--- src/logic/psc_map.svh ---
// register offsets, field positions, reset values for the pll2 control
`ifndef PSC_MAP_SVH
`define PSC_MAP_SVH

`define PSC_I2C_ADDR   7'h6a
`define PSC_A_BIAS     8'h11
`define PSC_A_ACQ      8'h1f
`define PSC_A_FRAC_HI  8'h19
`define PSC_A_FRAC_MOD 8'h1a
`define PSC_A_MOD_LO   8'h1b
`define PSC_A_INT_FB   8'h1c
`define PSC_A_SDM_PD   8'h20
`define PSC_A_REF      8'h21
`define PSC_A_P2_DIV   8'h22
`define PSC_A_P3_DIV   8'h23
`define PSC_A_SYNC     8'h24
`define PSC_A_STEP_SZ  8'h25
`define PSC_A_STEP_LO  8'h26
`define PSC_A_STEP_HI  8'h27
`define PSC_A_ALT_FH   8'h38
`define PSC_A_ALT_FM   8'h39
`define PSC_A_ALT_ML   8'h3a
`define PSC_A_ALT_INT  8'h3b
`define PSC_A_ALT_P2   8'h3c
`define PSC_A_ALT_P3   8'h3d

`define PSC_BLEED_BIT  2
`define PSC_SDMPD_BIT  4
`define PSC_REF_BIT    1
`define PSC_SYNC_BIT   0
`define PSC_ACQ_BIT    0

`define PSC_NB_OFFSET  8'h50
`define PSC_SPREAD_DIV 26'h00000c8
`define PSC_MIN_RATE   7'h02
`define PSC_MIN_STEPS  9'h001

`define PSC_RST_NB     6'h13
`define PSC_RST_FRAC   12'h14d
`define PSC_RST_MOD    12'h271
`define PSC_RST_ANB    6'h14
`define PSC_RST_AFRAC  12'h0c6
`define PSC_RST_AMOD   12'h271
`define PSC_RST_V      3'h4
`define PSC_RST_D2     5'h04
`define PSC_RST_D3     5'h10
`define PSC_RST_STEP   8'hf9
`define PSC_RST_CNT    9'h02d
`define PSC_RST_RATE   7'h09

`endif

--- src/logic/psc_pkg.sv ---
// types shared by the pll2 spread and alt_map_select_pin control
`default_nettype none
package psc_pkg;

	typedef struct packed {
		logic [5:0]  nb;
		logic [11:0] frac;
		logic [11:0] modw;
		logic [2:0]  v2;
		logic [4:0]  d2;
		logic [2:0]  v3;
		logic [4:0]  d3;
	} psc_map_t;

	typedef struct packed {
		logic signed [7:0] step;
		logic [8:0]        cnt;
		logic [6:0]        rate;
	} psc_spread_t;

	typedef struct packed {
		logic [6:0]         div_cnt;
		logic [8:0]         step_cnt;
		logic               down;
		logic signed [17:0] offs;
	} psc_tri_t;

	typedef enum logic [2:0] {
		I_IDLE     = 3'b000,
		I_ADDR     = 3'b001,
		I_ADDR_ACK = 3'b010,
		I_SUB      = 3'b011,
		I_SUB_ACK  = 3'b100,
		I_DATA     = 3'b101,
		I_DATA_ACK = 3'b110,
		I_SKIP     = 3'b111
	} psc_i2c_t;

	typedef struct packed {
		psc_i2c_t           fsm;
		logic [3:0]         bitc;
		logic [7:0]         shift;
		logic [7:0]         sub;
		logic               scl_q;
		logic               sda_q;
		logic               sda_oen;
		logic               sda_o;
		psc_map_t           prim;
		psc_map_t           alt;
		psc_spread_t        spw;
		psc_spread_t        spa;
		logic               bleed;
		logic               sdm_pd;
		logic               refdiv;
		logic               sync;
		logic               acq_bit;
		logic               alt_map_select_pin_q;
		logic               spread_q;
		logic [7:0]         nb_o;
		logic signed [17:0] frac_o;
		logic [11:0]        mod_o;
		logic [2:0]         v2_o;
		logic [4:0]         d2_o;
		logic [2:0]         v3_o;
		logic [4:0]         d3_o;
		logic               sync_o;
		logic               acq_o;
	} psc_ctl_t;

endpackage
`default_nettype wire

--- src/logic/psc_tri.sv ---
// triangle generator stepping the fractional offset down and up
`timescale 1ns/10ps
`default_nettype none
`include "psc_map.svh"

module psc_tri (
	// clock and reset
	input  wire logic                clk_in,
	input  wire logic                resetn_in,
	// control
	input  wire logic                run_in,
	input  wire psc_pkg::psc_spread_t cfg_in,
	input  wire logic [19:0]         total_in,
	// result
	output logic signed [17:0]       offs_out
);

	psc_pkg::psc_tri_t q_reg;
	psc_pkg::psc_tri_t q_next;
	logic signed [7:0]  step_e;
	logic [6:0]         rate_e;
	logic [8:0]         cnt_e;
	logic               tick;
	logic signed [17:0] cand;
	logic [17:0]        mag;
	logic [25:0]        scaled;

	always_comb begin
		q_next = q_reg;
		step_e = (cfg_in.step > 8'sh00) ? 8'sh00 : cfg_in.step;
		// out of range settings clamp to the nearest legal value
		rate_e = (cfg_in.rate < `PSC_MIN_RATE) ? `PSC_MIN_RATE : cfg_in.rate;
		cnt_e = (cfg_in.cnt == 9'h000) ? `PSC_MIN_STEPS : cfg_in.cnt;
		tick = (q_reg.div_cnt == rate_e - 7'h01);
		cand = q_reg.down ? q_reg.offs + {{10{step_e[7]}}, step_e}
			: q_reg.offs - {{10{step_e[7]}}, step_e};
		mag = 18'h00000 - cand;
		scaled = {8'h00, mag} * `PSC_SPREAD_DIV;
		if (!run_in) begin
			q_next.div_cnt = 7'h00;
			q_next.step_cnt = 9'h000;
			q_next.down = 1'b1;
			q_next.offs = 18'sh00000;
		end else begin
			q_next.div_cnt = tick ? 7'h00 : q_reg.div_cnt + 7'h01;
			if (tick) begin
				if (q_reg.down) begin
					if (scaled <= {6'h00, total_in})
						q_next.offs = cand;
				end else begin
					q_next.offs = (cand > 18'sh00000) ? 18'sh00000 : cand;
				end
				if (q_reg.step_cnt == cnt_e - 9'h001) begin
					q_next.step_cnt = 9'h000;
					q_next.down = ~q_reg.down;
				end else begin
					q_next.step_cnt = q_reg.step_cnt + 9'h001;
				end
			end
		end
		if (!resetn_in) begin
			q_next = '0;
			q_next.down = 1'b1;
		end
	end

	always_ff @(posedge clk_in) begin
		q_reg <= q_next;
	end

	assign offs_out = q_reg.offs;
endmodule
`default_nettype wire

--- src/logic/psc_ctrl.sv ---
// pll2 fractional synth control: i2c settings, alt_map_select_pin map, spread
`timescale 1ns/10ps
`default_nettype none
`include "psc_map.svh"

module psc_ctrl (
	// clock and reset
	input  wire logic         CLK_IN,
	input  wire logic         RESETN_IN,
	// serial configuration port
	input  wire logic         SCL_IN,
	input  wire logic         SDA_IN,
	output logic              SDA_OUT,
	output logic              SDA_OEN_OUT,
	// control pins
	input  wire logic         SPREAD_EN_IN,
	input  wire logic         ALT_MAP_SEL_IN,
	// synthesizer settings
	output logic [7:0]        FB_INT_OUT,
	output logic signed [17:0] SDM_FRAC_OUT,
	output logic [11:0]       MOD_WORD_OUT,
	output logic [2:0]        P2_VCO_DIV_OUT,
	output logic [4:0]        P2_CH_DIV_OUT,
	output logic [2:0]        P3_VCO_DIV_OUT,
	output logic [4:0]        P3_CH_DIV_OUT,
	// modes and events
	output logic              PAIR_SYNC_OUT,
	output logic              REF_DIV_TWO_OUT,
	output logic              NEW_ACQ_OUT,
	output logic              SPREAD_ACT_OUT,
	output logic              BLEED_OUT,
	output logic              SDM_PD_OUT
);

	psc_pkg::psc_ctl_t q_reg;
	psc_pkg::psc_ctl_t q_next;
	psc_pkg::psc_map_t map_sel;
	logic               scl_rise;
	logic               scl_fall;
	logic               start_c;
	logic               stop_c;
	logic               wr_en;
	logic [7:0]         wr_dat;
	logic [7:0]         nb_eff;
	logic [19:0]        total;
	logic signed [17:0] tri_offs;
	logic signed [17:0] frac_ext;

	// bus line edges; pins arrive synchronous to the clock
	assign scl_rise = SCL_IN & ~q_reg.scl_q;
	assign scl_fall = ~SCL_IN & q_reg.scl_q;
	assign start_c = q_reg.scl_q & SCL_IN & q_reg.sda_q & ~SDA_IN;
	assign stop_c = q_reg.scl_q & SCL_IN & ~q_reg.sda_q & SDA_IN;

	assign map_sel = q_reg.alt_map_select_pin_q ? q_reg.alt : q_reg.prim;
	// plus 80; eight bits, as 63 plus 80 passes 127
	assign nb_eff = {2'b00, map_sel.nb} + `PSC_NB_OFFSET;
	assign total = {12'h000, nb_eff} * {8'h00, map_sel.modw}
		+ {8'h00, map_sel.frac};
	assign frac_ext = {6'h00, map_sel.frac};

	// triangle runs while spread pin is high
	psc_tri u_tri (
		.clk_in    (CLK_IN),
		.resetn_in (RESETN_IN),
		.run_in    (q_reg.spread_q),
		.cfg_in    (q_reg.spa),
		.total_in  (total),
		.offs_out  (tri_offs)
	);

	always_comb begin
		q_next = q_reg;
		wr_en = 1'b0;
		wr_dat = q_reg.shift;
		q_next.scl_q = SCL_IN;
		q_next.sda_q = SDA_IN;
		q_next.acq_o = 1'b0;

		// write-only slave; reads are not acknowledged
		if (start_c) begin
			q_next.fsm = psc_pkg::I_ADDR;
			q_next.bitc = 4'h0;
			q_next.sda_oen = 1'b1;
		end else if (stop_c) begin
			q_next.fsm = psc_pkg::I_IDLE;
			q_next.sda_oen = 1'b1;
		end else begin
			case (q_reg.fsm)
				psc_pkg::I_ADDR,
				psc_pkg::I_SUB,
				psc_pkg::I_DATA: begin
					if (scl_rise) begin
						q_next.shift = {q_reg.shift[6:0], SDA_IN};
						q_next.bitc = q_reg.bitc + 4'h1;
					end else if (scl_fall && q_reg.bitc == 4'h8) begin
						q_next.bitc = 4'h0;
						q_next.sda_oen = 1'b0;
						if (q_reg.fsm == psc_pkg::I_ADDR) begin
							if (q_reg.shift == {`PSC_I2C_ADDR, 1'b0}) begin
								q_next.fsm = psc_pkg::I_ADDR_ACK;
							end else begin
								q_next.fsm = psc_pkg::I_SKIP;
								q_next.sda_oen = 1'b1;
							end
						end else if (q_reg.fsm == psc_pkg::I_SUB) begin
							q_next.sub = q_reg.shift;
							q_next.fsm = psc_pkg::I_SUB_ACK;
						end else begin
							wr_en = 1'b1;
							q_next.sub = q_reg.sub + 8'h01;
							q_next.fsm = psc_pkg::I_DATA_ACK;
						end
					end
				end
				psc_pkg::I_ADDR_ACK: begin
					if (scl_fall) begin
						q_next.sda_oen = 1'b1;
						q_next.fsm = psc_pkg::I_SUB;
					end
				end
				psc_pkg::I_SUB_ACK,
				psc_pkg::I_DATA_ACK: begin
					if (scl_fall) begin
						q_next.sda_oen = 1'b1;
						q_next.fsm = psc_pkg::I_DATA;
					end
				end
				psc_pkg::I_IDLE,
				psc_pkg::I_SKIP: begin
					q_next.sda_oen = 1'b1;
				end
				default: begin
					q_next.fsm = psc_pkg::I_IDLE;
					q_next.sda_oen = 1'b1;
				end
			endcase
		end

		// register writes
		if (wr_en) begin
			case (q_reg.sub)
				`PSC_A_BIAS: q_next.bleed = wr_dat[`PSC_BLEED_BIT];
				`PSC_A_ACQ: q_next.acq_bit = wr_dat[`PSC_ACQ_BIT];
				`PSC_A_FRAC_HI: q_next.prim.frac[11:4] = wr_dat;
				`PSC_A_FRAC_MOD: begin
					q_next.prim.frac[3:0] = wr_dat[7:4];
					q_next.prim.modw[11:8] = wr_dat[3:0];
				end
				`PSC_A_MOD_LO: q_next.prim.modw[7:0] = wr_dat;
				`PSC_A_INT_FB: q_next.prim.nb = wr_dat[5:0];
				`PSC_A_SDM_PD: q_next.sdm_pd = wr_dat[`PSC_SDMPD_BIT];
				`PSC_A_REF: q_next.refdiv = wr_dat[`PSC_REF_BIT];
				`PSC_A_P2_DIV: begin
					q_next.prim.v2 = wr_dat[7:5];
					q_next.prim.d2 = wr_dat[4:0];
				end
				`PSC_A_P3_DIV: begin
					q_next.prim.v3 = wr_dat[7:5];
					q_next.prim.d3 = wr_dat[4:0];
				end
				`PSC_A_SYNC: q_next.sync = wr_dat[`PSC_SYNC_BIT];
				`PSC_A_STEP_SZ: q_next.spw.step = wr_dat;
				`PSC_A_STEP_LO: q_next.spw.cnt[7:0] = wr_dat;
				`PSC_A_STEP_HI: begin
					q_next.spw.cnt[8] = wr_dat[7];
					q_next.spw.rate = wr_dat[6:0];
				end
				`PSC_A_ALT_FH: q_next.alt.frac[11:4] = wr_dat;
				`PSC_A_ALT_FM: begin
					q_next.alt.frac[3:0] = wr_dat[7:4];
					q_next.alt.modw[11:8] = wr_dat[3:0];
				end
				`PSC_A_ALT_ML: q_next.alt.modw[7:0] = wr_dat;
				`PSC_A_ALT_INT: q_next.alt.nb = wr_dat[5:0];
				`PSC_A_ALT_P2: begin
					q_next.alt.v2 = wr_dat[7:5];
					q_next.alt.d2 = wr_dat[4:0];
				end
				`PSC_A_ALT_P3: begin
					q_next.alt.v3 = wr_dat[7:5];
					q_next.alt.d3 = wr_dat[4:0];
				end
				default: ;
			endcase
		end

		// adopt spread settings on pin rise
		q_next.spread_q = SPREAD_EN_IN;
		if (SPREAD_EN_IN && !q_reg.spread_q)
			q_next.spa = q_reg.spw;

		q_next.alt_map_select_pin_q = ALT_MAP_SEL_IN;
		if (ALT_MAP_SEL_IN != q_reg.alt_map_select_pin_q)
			q_next.acq_o = 1'b1;
		// software restart: one written then zero
		if (wr_en && q_reg.sub == `PSC_A_ACQ && q_reg.acq_bit
			&& !wr_dat[`PSC_ACQ_BIT])
			q_next.acq_o = 1'b1;

		q_next.nb_o = nb_eff;
		q_next.mod_o = map_sel.modw;
		q_next.frac_o = frac_ext + tri_offs;
		q_next.v2_o = map_sel.v2;
		q_next.d2_o = map_sel.d2;
		q_next.v3_o = map_sel.v3;
		q_next.d3_o = map_sel.d3;
		// sync only with equal vco dividers
		q_next.sync_o = q_reg.sync && (map_sel.v2 == map_sel.v3);

		if (!RESETN_IN) begin
			q_next = '0;
			q_next.scl_q = 1'b1;
			q_next.sda_q = 1'b1;
			q_next.sda_oen = 1'b1;
			q_next.sdm_pd = 1'b1;
			q_next.prim.nb = `PSC_RST_NB;
			q_next.prim.frac = `PSC_RST_FRAC;
			q_next.prim.modw = `PSC_RST_MOD;
			q_next.prim.v2 = `PSC_RST_V;
			q_next.prim.d2 = `PSC_RST_D2;
			q_next.prim.v3 = `PSC_RST_V;
			q_next.prim.d3 = `PSC_RST_D3;
			q_next.alt.nb = `PSC_RST_ANB;
			q_next.alt.frac = `PSC_RST_AFRAC;
			q_next.alt.modw = `PSC_RST_AMOD;
			q_next.alt.v2 = `PSC_RST_V;
			q_next.alt.d2 = `PSC_RST_D2;
			q_next.alt.v3 = `PSC_RST_V;
			q_next.alt.d3 = `PSC_RST_D3;
			q_next.spw.step = `PSC_RST_STEP;
			q_next.spw.cnt = `PSC_RST_CNT;
			q_next.spw.rate = `PSC_RST_RATE;
			q_next.spa = q_next.spw;
		end
	end

	always_ff @(posedge CLK_IN) begin
		q_reg <= q_next;
	end

	assign SDA_OUT = q_reg.sda_o;
	assign SDA_OEN_OUT = q_reg.sda_oen;
	assign FB_INT_OUT = q_reg.nb_o;
	assign SDM_FRAC_OUT = q_reg.frac_o;
	assign MOD_WORD_OUT = q_reg.mod_o;
	assign P2_VCO_DIV_OUT = q_reg.v2_o;
	assign P2_CH_DIV_OUT = q_reg.d2_o;
	assign P3_VCO_DIV_OUT = q_reg.v3_o;
	assign P3_CH_DIV_OUT = q_reg.d3_o;
	assign PAIR_SYNC_OUT = q_reg.sync_o;
	assign REF_DIV_TWO_OUT = q_reg.refdiv;
	assign NEW_ACQ_OUT = q_reg.acq_o;
	assign SPREAD_ACT_OUT = q_reg.spread_q;
	assign BLEED_OUT = q_reg.bleed;
	assign SDM_PD_OUT = q_reg.sdm_pd;
endmodule
`default_nettype wire

--- config.mk ---
export PLATFORM = sky130hd
export DESIGN_NAME = psc_ctrl
export DESIGN_NICKNAME = d
export VERILOG_FILES = /design/src/logic/psc_pkg.sv /design/src/logic/psc_tri.sv /design/src/logic/psc_ctrl.sv
export VERILOG_INCLUDE_DIRS = /design/src /design/src/logic
export SDC_FILE = /design/constraint.sdc
export NUM_CORES = 1
export LEC_CHECK = 0
export ABC_CLOCK_PERIOD_IN_PS = 13300
export BUFFER_PORTS_ARGS = -buffer_cell sky130_fd_sc_hd__clkbuf_2
export CAP_MARGIN = 5
export CORE_MARGIN = 2
export CORE_UTILIZATION = 46
export CTS_BUF_LIST = sky130_fd_sc_hd__clkbuf_16
export DETAILED_ROUTE_END_ITERATION = 8
export HOLD_SLACK_MARGIN = 0.06
export SLEW_MARGIN = 20
export SYNTH_ARGS = -nofsm -noshare
export SYNTH_HDL_FRONTEND = slang
export SYNTH_SLANG_ARGS = --single-unit
--- constraint.sdc ---
create_clock -name CLK_IN -period 13.3 [get_ports CLK_IN]
set_input_delay 1.33 -clock CLK_IN [delete_from_list [all_inputs] [get_ports CLK_IN]]
set_output_delay 1.33 -clock CLK_IN [all_outputs]
set_load 0.005 [all_outputs]
---- Word level (Yosys, flattened, before mapping) ----
Index checks and enable logic that the tools add are counted.
W data, S select, Z words.
operators by class
  bitwise operators ....................... 18
  equality and inequality tests ........... 43
  $add $sub $neg .......................... 12
  muxes and demuxes ....................... 42
  multiply operators ...................... 2
  magnitude comparators ................... 4
  reductions and logical operators ........ 49
operators with widths
  cell                     number
  $eq A8 B6 Y1 const B     14
  $mux W18                 4
  $eq A8 B5 Y1 const B     6
  $mux W8                  6
  $mux W46                 1
  $reduce_and A2 Y1        23
  $mux W20                 2
  $le A26 B20 Y1           1
  $mul A18 B5 Y23 const B  1
  $add A20 B12 Y20         1
  $mul A8 B12 Y20          1
  $add A13 B18 Y18         1
  $add A18 B18 Y18         1
  $gt A18 B1 Y1 const B    1
  $mux W9                  2
  $sub A1 B18 Y18 const A  1
  $sub A18 B18 Y18         1
  $ne A4 B4 Y1 const B     4
  $mux W1                  15
  $mux W3                  5
  $mux W7                  2
  $eq A3 B3 Y1 const B     4
  $reduce_or A3 Y1         4
  $not A1 Y1               11
  other kinds (37)         58
storage, ports and cells
  bits in registers ....................... 264
  logic and storage cells ................. 223
  input bits .............................. 6
  output and inout bits ................... 62

---- Logic depth before layout (Yosys ltp) ----
Gate-level depths: netlist of the first run.
  depth after elaboration ................. 12
  depth in mapped cells ................... 39
  mapped depth without buffers ............ 37

---- Hierarchy ----
A second synthesis of the first run with hierarchy kept.
second synthesis, totals
  cell total of the unflattened synthesis .. 2295
  area, all modules ....................... 18819.3 um^2
by module, submodules not included
  module    cells each  area an instance (um^2)  instances
  psc_ctrl  1594        13197.7                  1
  psc_tri   701         5621.6                   1

---- Worst setup path after synthesis of the first run ----
Ideal clock, no wire load.
  kind .................................... register to register
  from .................................... register q_reg[57] (netlist bit)
  to ...................................... register u_tri.q_reg (netlist bit u_tri.offs_out[17])
  data arrival time ....................... 7718 ps
  clock period less this slack ............ 7788 ps
  setup time .............................. 70 ps
  cell stages (with the launch flop) ...... 31
  path buffers ............................ 4
  setup slack ............................. 5512 ps
  cell sequence ........................... dfxtp_1 > clkbuf_1 > buf_1 > clkbuf_1 > mux2_2 > ha_1 > clkbuf_1 > mux2i_1 > ha_1 > fa_1 > fa_1 > fa_1 > ha_1 > or2_2 > a21oi_1 > a21oi_1 > and4_1 > o31ai_1 > o21bai_1 > a21oi_1 > xor2_1 > ha_1 > nand4_1 > nor4_1 > a21oi_1 > o211ai_1 > nand3_1 > a311oi_1 > a31oi_2 > or3_1 > a21oi_1
between the ends
  cells in the longest elaborated chain, start to end .. 7
RTL lines
  what                                RTL line         source
  from (decl)                         psc_ctrl.sv:35   psc_pkg::psc_ctl_t q_reg;
  from (signal assigned)              psc_ctrl.sv:239  q_reg <= q_next;
  $mux W46                            psc_ctrl.sv:55   assign map_sel = q_reg.alt_map_select_pin_q ? q_reg.alt : q_reg.prim;
  $add A6 B7 Y8 (no source line)      -
  via nb_eff[7]                       psc_ctrl.sv:44   logic [7:0] nb_eff;
  $mul A8 B12 Y20                     psc_ctrl.sv:58   assign total = {12'h000, nb_eff} * {8'h00, map_sel.modw}
  $add A20 B12 Y20                    psc_ctrl.sv:59   + {8'h00, map_sel.frac};
  $le A26 B20 Y1                      psc_tri.sv:48    if (scaled <= {6'h00, total_in})
  $ne A2 B2 Y1 (no source line)       -
  $reduce_and A2 Y1 (no source line)  -
  to (signal assigned)                psc_tri.sv:68    q_reg <= q_next;
  to (decl)                           psc_tri.sv:18    psc_pkg::psc_tri_t q_reg;
The timed path passes the listed nets, and every way through them passes these cells.
A chain may end at the register's enable or synchronous reset.

---- Worst setup path in the final report of the first run ----
  from .................................... register q_reg[86] (netlist bit)
  to ...................................... register u_tri.q_reg (netlist bit u_tri.offs_out[17])
between the ends
  cells in the longest elaborated chain, start to end .. 9
RTL lines
  what                                                         RTL line                      source
  $gt A8 B1 Y1                                                 psc_tri.sv:30                 step_e = (cfg_in.step > 8'sh00) ? 8'sh00 : cfg_in.step;
  $mux W8 *                                                    psc_tri.sv:30
  $sub A18 B18 Y18 / $add A18 B18 Y18 (equally long branches)  psc_tri.sv:36, psc_tri.sv:35
  $mux W18 *                                                   psc_tri.sv:35                 cand = q_reg.down ? q_reg.offs + {{10{step_e[7]}}, step_e}
  $sub A1 B18 Y18                                              psc_tri.sv:37                 mag = 18'h00000 - cand;
  $mul A18 B5 Y23 (no source line)                             -
  $le A26 B20 Y1                                               psc_tri.sv:48
  $ne A2 B2 Y1 (no source line)                                -
  $reduce_and A2 Y1 (no source line)                           -
Every way passes the cells marked *; elsewhere a longest branch is shown, timed or not. The select of a mux whose other input is x is not followed.

==> flow_summary.json, run 1 <==
{
  "outcome": "finished, final reports clean",
  "area_growth_syn_to_layout_pct": 6.27,
  "worst-path-stages": 35,
  "portBuffers": 66,
  "start_util_pct": 46.5,
  "viasPerCell": 5.39,
  "cts_max_level": 1,
  "dp_hpwl_um": 31600,
  "hold_depth": 2,
  "clk_pin_slew_worst_paths_ns": 0.06,
  "drt_iter0_drc": 780,
  "clock_sinks": 264,
  "endpoint_kind": "flop",
  "crit_path_end": "u_tri.offs_out[17]$_SDFFE_PN0P_",
  "arrival_ns": 9.38,
  "tritoncts": "done",
  "grt_usage_pct": 20.9,
  "antenna_left": 0,
  "clock_path_buffers": 3,
  "num_rows": 73,
  "coreArea_um2": 39500,
  "drive_gt1_share_pct": 7.23,
  "power.density_nw_per_um2": 103,
  "critPathTopFamily": "simple AND/OR/NAND/NOR gates",
  "die-height_um": 204,
  "worst_slew_pin_slew_ns": 1.09,
  "grt-ovfl-total": 0,
  "postCtsSetupBuffers": 0,
  "crit_slowest_cell": "nor4_1",
  "slowest_delay_ns": 0.72,
  "syn_inst": 2158,
  "max_freq_mhz": 112,
  "die_x_um": 204,
  "worstSkewPairLatency_ns": 0.56,
  "syn_nets": 2410,
  "drv_slew": 0,
  "ir_worst_vdd_v": 0.000103,
  "slew_headroom_pct": 26.8,
  "largest_reg_flops": 160,
  "r2r_setup_slack_ns": 4.40,
  "rsz0062_at_grt": "false",
  "power_leakage_nw": 9.19,
  "yosysWarnings": 0,
  "layout.nets": 2359,
  "worstPathRequired_ns": 13.77,
  "wl_per_cell_um": 16.3,
  "synth_cell_types": 83,
  "grt_pass1_wl_um": 71100,
  "syn_area_per_cell_um2": 8.52,
  "antenna_cells": 0,
  "grt_max_degree": 87,
  "hold_path_class": "flop to flop",
  "r2r-start": "q_reg[86]$_SDFFE_PN1P_",
  "root_buffer": "clkbuf_16",
  "vias": 14293,
  "first_pass_iters": 5,
  "critPathKind": "flop to flop",
  "gp_congestion": 0.889,
  "cp_num_buf_inv": 3,
  "routed_wl_um": 43200,
  "synth-seq-cells": 264,
  "ff2ff_path_depth": 35,
  "cts_buffers": 28,
  "drcViolationCount": 0,
  "dieArea_um2": 41600,
  "maxCapViolations": 0,
  "ctsHoldBuffers": 0,
  "synth_edf_count": 0,
  "io_pins": 68,
  "setup_viol": 0,
  "n_fill_cell": 3797,
  "cp-startpoint": "q_reg[86]$_SDFFE_PN1P_",
  "start_kind": "flop",
  "antenna_found_initial": 0,
  "crit_fanout": 36,
  "post-route-period-util_pct": 67.0,
  "cp_common_cell": "ha_1",
  "timing.rr.end": "u_tri.offs_out[17]$_SDFFE_PN0P_",
  "utilization_pct": 49.4,
  "fin_crit_ns": 8.90,
  "async_flop_share_pct": 0,
  "grt_pass1_vias": 13905,
  "clock_skew_ns": 0.0169,
  "synth-seq-area-share_pct": 28.8,
  "synthFlopType": "dfxtp_1",
  "post_cts_resized": 0,
  "fin_setup_tns_ns": 0,
  "hold_viol_final": 0,
  "syn_area_um2": 18400
}
==> how the worst min path moves through the flow <==
| stage | slack (ns) | start | end |
|---|---|---|---|
| after global placement | 0.44 | q_reg[139]$_SDFFE_PN0P_ | q_reg[139]$_SDFFE_PN0P_ |
| after CTS | 0.45 | q_reg[91]$_SDFFE_PN0P_ | q_reg[67]$_SDFFE_PN0P_ |
| final | 0.45 | q_reg[91]$_SDFFE_PN0P_ | q_reg[67]$_SDFFE_PN0P_ |
| after global routing | 0.47 | q_reg[92]$_SDFFE_PN0P_ | q_reg[68]$_SDFFE_PN0P_ |
| after floorplan | 0.43 | q_reg[101]$_SDFFE_PN0P_ | q_reg[77]$_SDFFE_PN0P_ |
| after detailed placement | 0.45 | q_reg[92]$_SDFFE_PN0P_ | q_reg[68]$_SDFFE_PN0P_ |
==> placed cells by master, fill, tap and decap left out, types with 8 or more instances in the layout <==
cell | synthesis | routed
o211ai_1 | 11 | 11
nor2b_1 | 20 | 20
nand2b_1 | 27 | 27
nor2_1 | 233 | 233
xnor2_1 | 58 | 58
and3_1 | 16 | 16
buf_4 | 56 | 13
a21o_1 | 26 | 26
inv_1 | 159 | 168
a211oi_1 | 13 | 13
mux2_2 | 10 | 10
clkbuf_2 | 1 | 66
or2_2 | 8 | 8
xor2_1 | 58 | 58
and2_1 | 19 | 19
nor4_1 | 15 | 14
nand3_1 | 102 | 102
nand2_1 | 232 | 232
o21ai_0 | 51 | 51
nor3_1 | 29 | 29
or3_1 | 8 | 8
dfxtp_1 | 264 | 263
nand4_1 | 13 | 13
a21oi_1 | 111 | 111
mux2i_1 | 145 | 144
ha_1 | 170 | 170
clkbuf_16 | 0 | 28
o31ai_1 | 10 | 10
o21a_1 | 10 | 10
fa_1 | 76 | 76
==> report_power, final <==
| group | internal, mW | switching, mW | leakage [nW] | total [mW] |
|---|---|---|---|---|
| sequential | 0.798 | 0.00872 | 2.14 | 0.807 |
| clock | 0.422 | 0.326 | 0.467 | 0.749 |
| combinational | 0.187 | 0.270 | 6.58 | 0.457 |
==> synth_stat cells (all sizes together), types with 4 or more instances <==
cell type | count | area, um2
mux2 | 10 | 113
nand3b | 4 | 30.0
or2 | 9 | 56.3
o31ai | 10 | 75.1
o21a | 10 | 75.1
nor4b | 4 | 35.0
and2 | 19 | 119
ha | 170 | 2130
a21oi | 112 | 564
nand3 | 102 | 510
a211o | 5 | 43.8
dfxtp | 264 | 5290
a2111oi | 5 | 62.6
and3 | 16 | 100
o21ai | 53 | 269
inv | 160 | 601
nor2b | 20 | 125
nand4 | 13 | 81.3
clkbuf | 97 | 365
nor4 | 17 | 128
xor2 | 58 | 508
or3 | 9 | 61.3
o2111ai | 7 | 67.6
o211ai | 11 | 82.6
a21o | 26 | 195
nor2 | 233 | 875
fa | 76 | 1520
nor3 | 30 | 155
nand2 | 232 | 871
a211oi | 14 | 110
o311ai | 6 | 52.6
o21bai | 6 | 45.0
nor3b | 6 | 45.0
buf | 63 | 458
nand2b | 27 | 169
xnor2 | 58 | 508
a31oi | 8 | 56.3
mux2i | 145 | 1450
==> kinds of logic (layout without fill, tap and decap cells) <==
group | after synthesis | in the layout | synth area share (%)
muxes | 155 | 155 | 8.51
buffers and inverters | 321 | 292 | 7.77
AOI/OAI and AO/OA | 303 | 303 | 10.7
and+or+nand+nor | 751 | 751 | 18.7
adders and majority gates | 246 | 246 | 19.9
other | 1 | 1 | 0.0204
DFF | 264 | 264 | 28.8
xor gates and xnor gates | 117 | 117 | 5.66
==> cell type report <==
type,count,area [um2],area share (%)
clock buffers,28,701,3.59
clock inverters,24,176,0.903
inverters,161,607,3.11
multi-input cells,1573,11700,59.8
flip-flops and latches,264,5290,27.1
well taps,525,657,3.36
repair buffers,79,428,2.19
==> layer usage <==
layer / track usage [%] / wire, um / vias to the layer above
li1: - / - / 7138
met1: 28.6 / 20700 / 6841
met2: 34.9 / 19900 / 256
met3: 2.33 / 1490 / 58
met4: 5.89 / 1160 / 0
met5: 0 / 0 / -
==> tightest hold or removal path, stage by stage, from the launching register on <==
cell and delay, ns:
dfxtp_1 0.31, nand2_1 0.06, a21oi_1 0.05
==> metrics by stage <==
step | cell area, um2 | setup WS, ns | total power, mW | cells | hold slack, ns
after floorplan | 18400 | 5.51 | 1.18 | 2158 | 0.431
after global placement | 18700 | 4.73 | 1.28 | 2602 | 0.443
after detailed placement | 18700 | 4.51 | 1.28 | 2602 | 0.446
after CTS | 19500 | 4.44 | 2.04 | 2654 | 0.454
after global routing | 19500 | 3.54 | 2.13 | 2654 | 0.470
final | 19500 | 4.40 | 2.01 | 2654 | 0.451
Power figures use the tool's default switching activity.
==> inputs of run 2 (changes only) <==
--- a/config.mk
+++ b/config.mk
@@ -6,7 +6,7 @@
 export SDC_FILE = /design/constraint.sdc
 export NUM_CORES = 1
 export LEC_CHECK = 0
-export ABC_CLOCK_PERIOD_IN_PS = 13300
+export ABC_CLOCK_PERIOD_IN_PS = 8400
 export BUFFER_PORTS_ARGS = -buffer_cell sky130_fd_sc_hd__clkbuf_2
 export CAP_MARGIN = 5
 export CORE_MARGIN = 2
==> constraint.sdc (replaced) <==
create_clock -name CLK_IN -period 8.4 [get_ports CLK_IN]
set_input_delay 0.84 -clock CLK_IN [delete_from_list [all_inputs] [get_ports CLK_IN]]
set_output_delay 0.84 -clock CLK_IN [all_outputs]
set_load 0.005 [all_outputs]
==> run 2 against run 1 <==
Effect of this change:
- register-to-register slack got worse by 3.9 ns
- final area increased by 2.0%
- wire length increased by 2.6%
- setup slack got worse by 3.9 ns
- largest cell class unchanged
- largest power group unchanged
==> flow_summary.json, run 2 (synthesized netlist as in run 1, its figures left out) <==
{
  "outcome": "finished, final reports clean",
  "largest_reg_flops": 160,
  "critPathKind": "flop to flop",
  "num_rows": 73,
  "dp_hpwl_um": 32700,
  "clock_path_buffers": 3,
  "power.density_nw_per_um2": 165,
  "mostFrequentLayoutCell": "dfxtp_1",
  "seqPwrFrac_pct": 38.8,
  "endpoint_kind": "flop",
  "routed_wl_um": 44400,
  "hold_viol_final": 0,
  "design_area_um2": 19900,
  "vias": 14417,
  "setup_viol": 0,
  "io_pins": 68,
  "multi_input_area_um2": 11800,
  "post-route-period-util_pct": 93.7,
  "worst_slew_pin_slew_ns": 1.04,
  "final_cell_mix": "dfxtp_1 (262), nor2_1 (232), nand2_1 (232)",
  "pwr-share-clk_pct": 38.7,
  "start_util_pct": 46.5,
  "cts_buffers": 29,
  "layout.nets": 2385,
  "slew_headroom_pct": 30.8,
  "die_x_um": 204,
  "tritoncts": "done",
  "crit_fanout": 35,
  "fin_setup_tns_ns": 0,
  "grt-ovfl-total": 0,
  "coreArea_um2": 39500,
  "hold_path_class": "flop to flop",
  "place_ws_ns": 0.193,
  "power_leakage_nw": 9.39,
  "switching_share_pct": 29.5,
  "rsz0062_at_grt": "false",
  "grt_max_degree": 86,
  "regArea_um2": 5290,
  "die-height_um": 204,
  "clk_pin_slew_worst_paths_ns": 0.07,
  "finalPower_mw": 3.28,
  "start_kind": "flop",
  "antenna_left": 0,
  "drcViolationCount": 0,
  "worstPathRequired_ns": 8.84,
  "gp_congestion": 0.896,
  "slowest_delay_ns": 0.55,
  "arrival_ns": 8.31,
  "crit_slowest_cell": "fa_1",
  "clock_skew_ns": 0.0217,
  "viasPerCell": 5.38,
  "power_frac_comb_pct": 22.5,
  "drt_iter0_drc": 846,
  "root_buffer": "clkbuf_16",
  "antenna_cells": 0,
  "p_sw_mw": 0.968,
  "clock_sinks": 264,
  "grt_pass1_wl_um": 71300,
  "utilization_pct": 50.4,
  "antenna_found_initial": 0,
  "stdcell_count": 2679,
  "cp_common_cell": "ha_1",
  "place_inst": 2621,
  "intPower_mw": 2.32,
  "fin_crit_ns": 7.87,
  "wl_per_cell_um": 16.6,
  "cts_max_level": 1,
  "grt_pass1_vias": 13828,
  "critPathTopFamily": "adder cells",
  "cp_num_buf_inv": 6,
  "finalWorstSetupSlack_ns": 0.532,
  "maxCapViolations": 0,
  "max_freq_mhz": 127,
  "first_pass_iters": 6,
  "fin_hold_ws_ns": 0.455,
  "portBuffers": 66,
  "placed_area_um2": 18800,
  "ir_worst_vdd_v": 0.000129,
  "grt_usage_pct": 21.0,
  "drive_gt1_share_pct": 9.29,
  "dieArea_um2": 41600,
  "area_growth_syn_to_layout_pct": 8.36,
  "drv_slew": 0,
  "worstSkewPairLatency_ns": 0.57,
  "n_fill_cell": 3847
}
[run 2: worst min-delay path, cell delays in order, from the launching register on]
cell and delay [ns]:
dfxtp_1 0.31, nand2_1 0.05, a21oi_1 0.05
[run 2: per-layer routing]
metal	wire length (um)	vias to the layer above	track usage (%)	part of all wire, %
met4	1150	0	5.84	2.6
met3	1680	70	2.79	3.8
met1	20900	6868	28.7	47
met5	0	-	0	0
met2	20600	281	34.8	46
li1	-	7198	-	-
[run 2: what timing repair did]
item	CTS	global route
setup buffers	0	6
hold buffers	0	0
endpoints found under the setup margin	0	18
gates resized for setup	0	24
[run 2: final cells by class]
type,count,area share (%)
clock buffer,29,3.64
clock inverter,23,1.07
inverter,161,3.05
multi-input combinational,1573,59.2
sequential,264,26.6
tap,525,3.30
timing repair buffer,104,3.15
[run 2: power by group through the flow]
stage / logic (mW) / registers [mW] / clock network, mW
2_1_floorplan: 0.570 / 1.30 / 0
3_3_place_gp: 0.722 / 1.30 / 0
3_5_place_dp: 0.727 / 1.30 / 0
4_1_cts: 0.733 / 1.28 / 1.30
5_1_grt: 0.842 / 1.28 / 1.35
6_report: 0.739 / 1.28 / 1.27
[run 2: worst paths after layout]
| path | slack (ns) | cells past startpoint | end | startpoint |
|---|---|---|---|---|
| worst max register to register | 0.53 | 37 | u_tri.offs_out[17]$_SDFFE_PN0P_ | q_reg[86]$_SDFFE_PN1P_ |
| worst max-delay path | 0.53 | 37 | u_tri.offs_out[17]$_SDFFE_PN0P_ | q_reg[86]$_SDFFE_PN1P_ |
| worst min register to register | 0.46 | 2 | q_reg[69]$_SDFFE_PN0P_ | q_reg[93]$_SDFFE_PN0P_ |
| worst min-delay path | 0.46 | 2 | q_reg[69]$_SDFFE_PN0P_ | q_reg[93]$_SDFFE_PN0P_ |
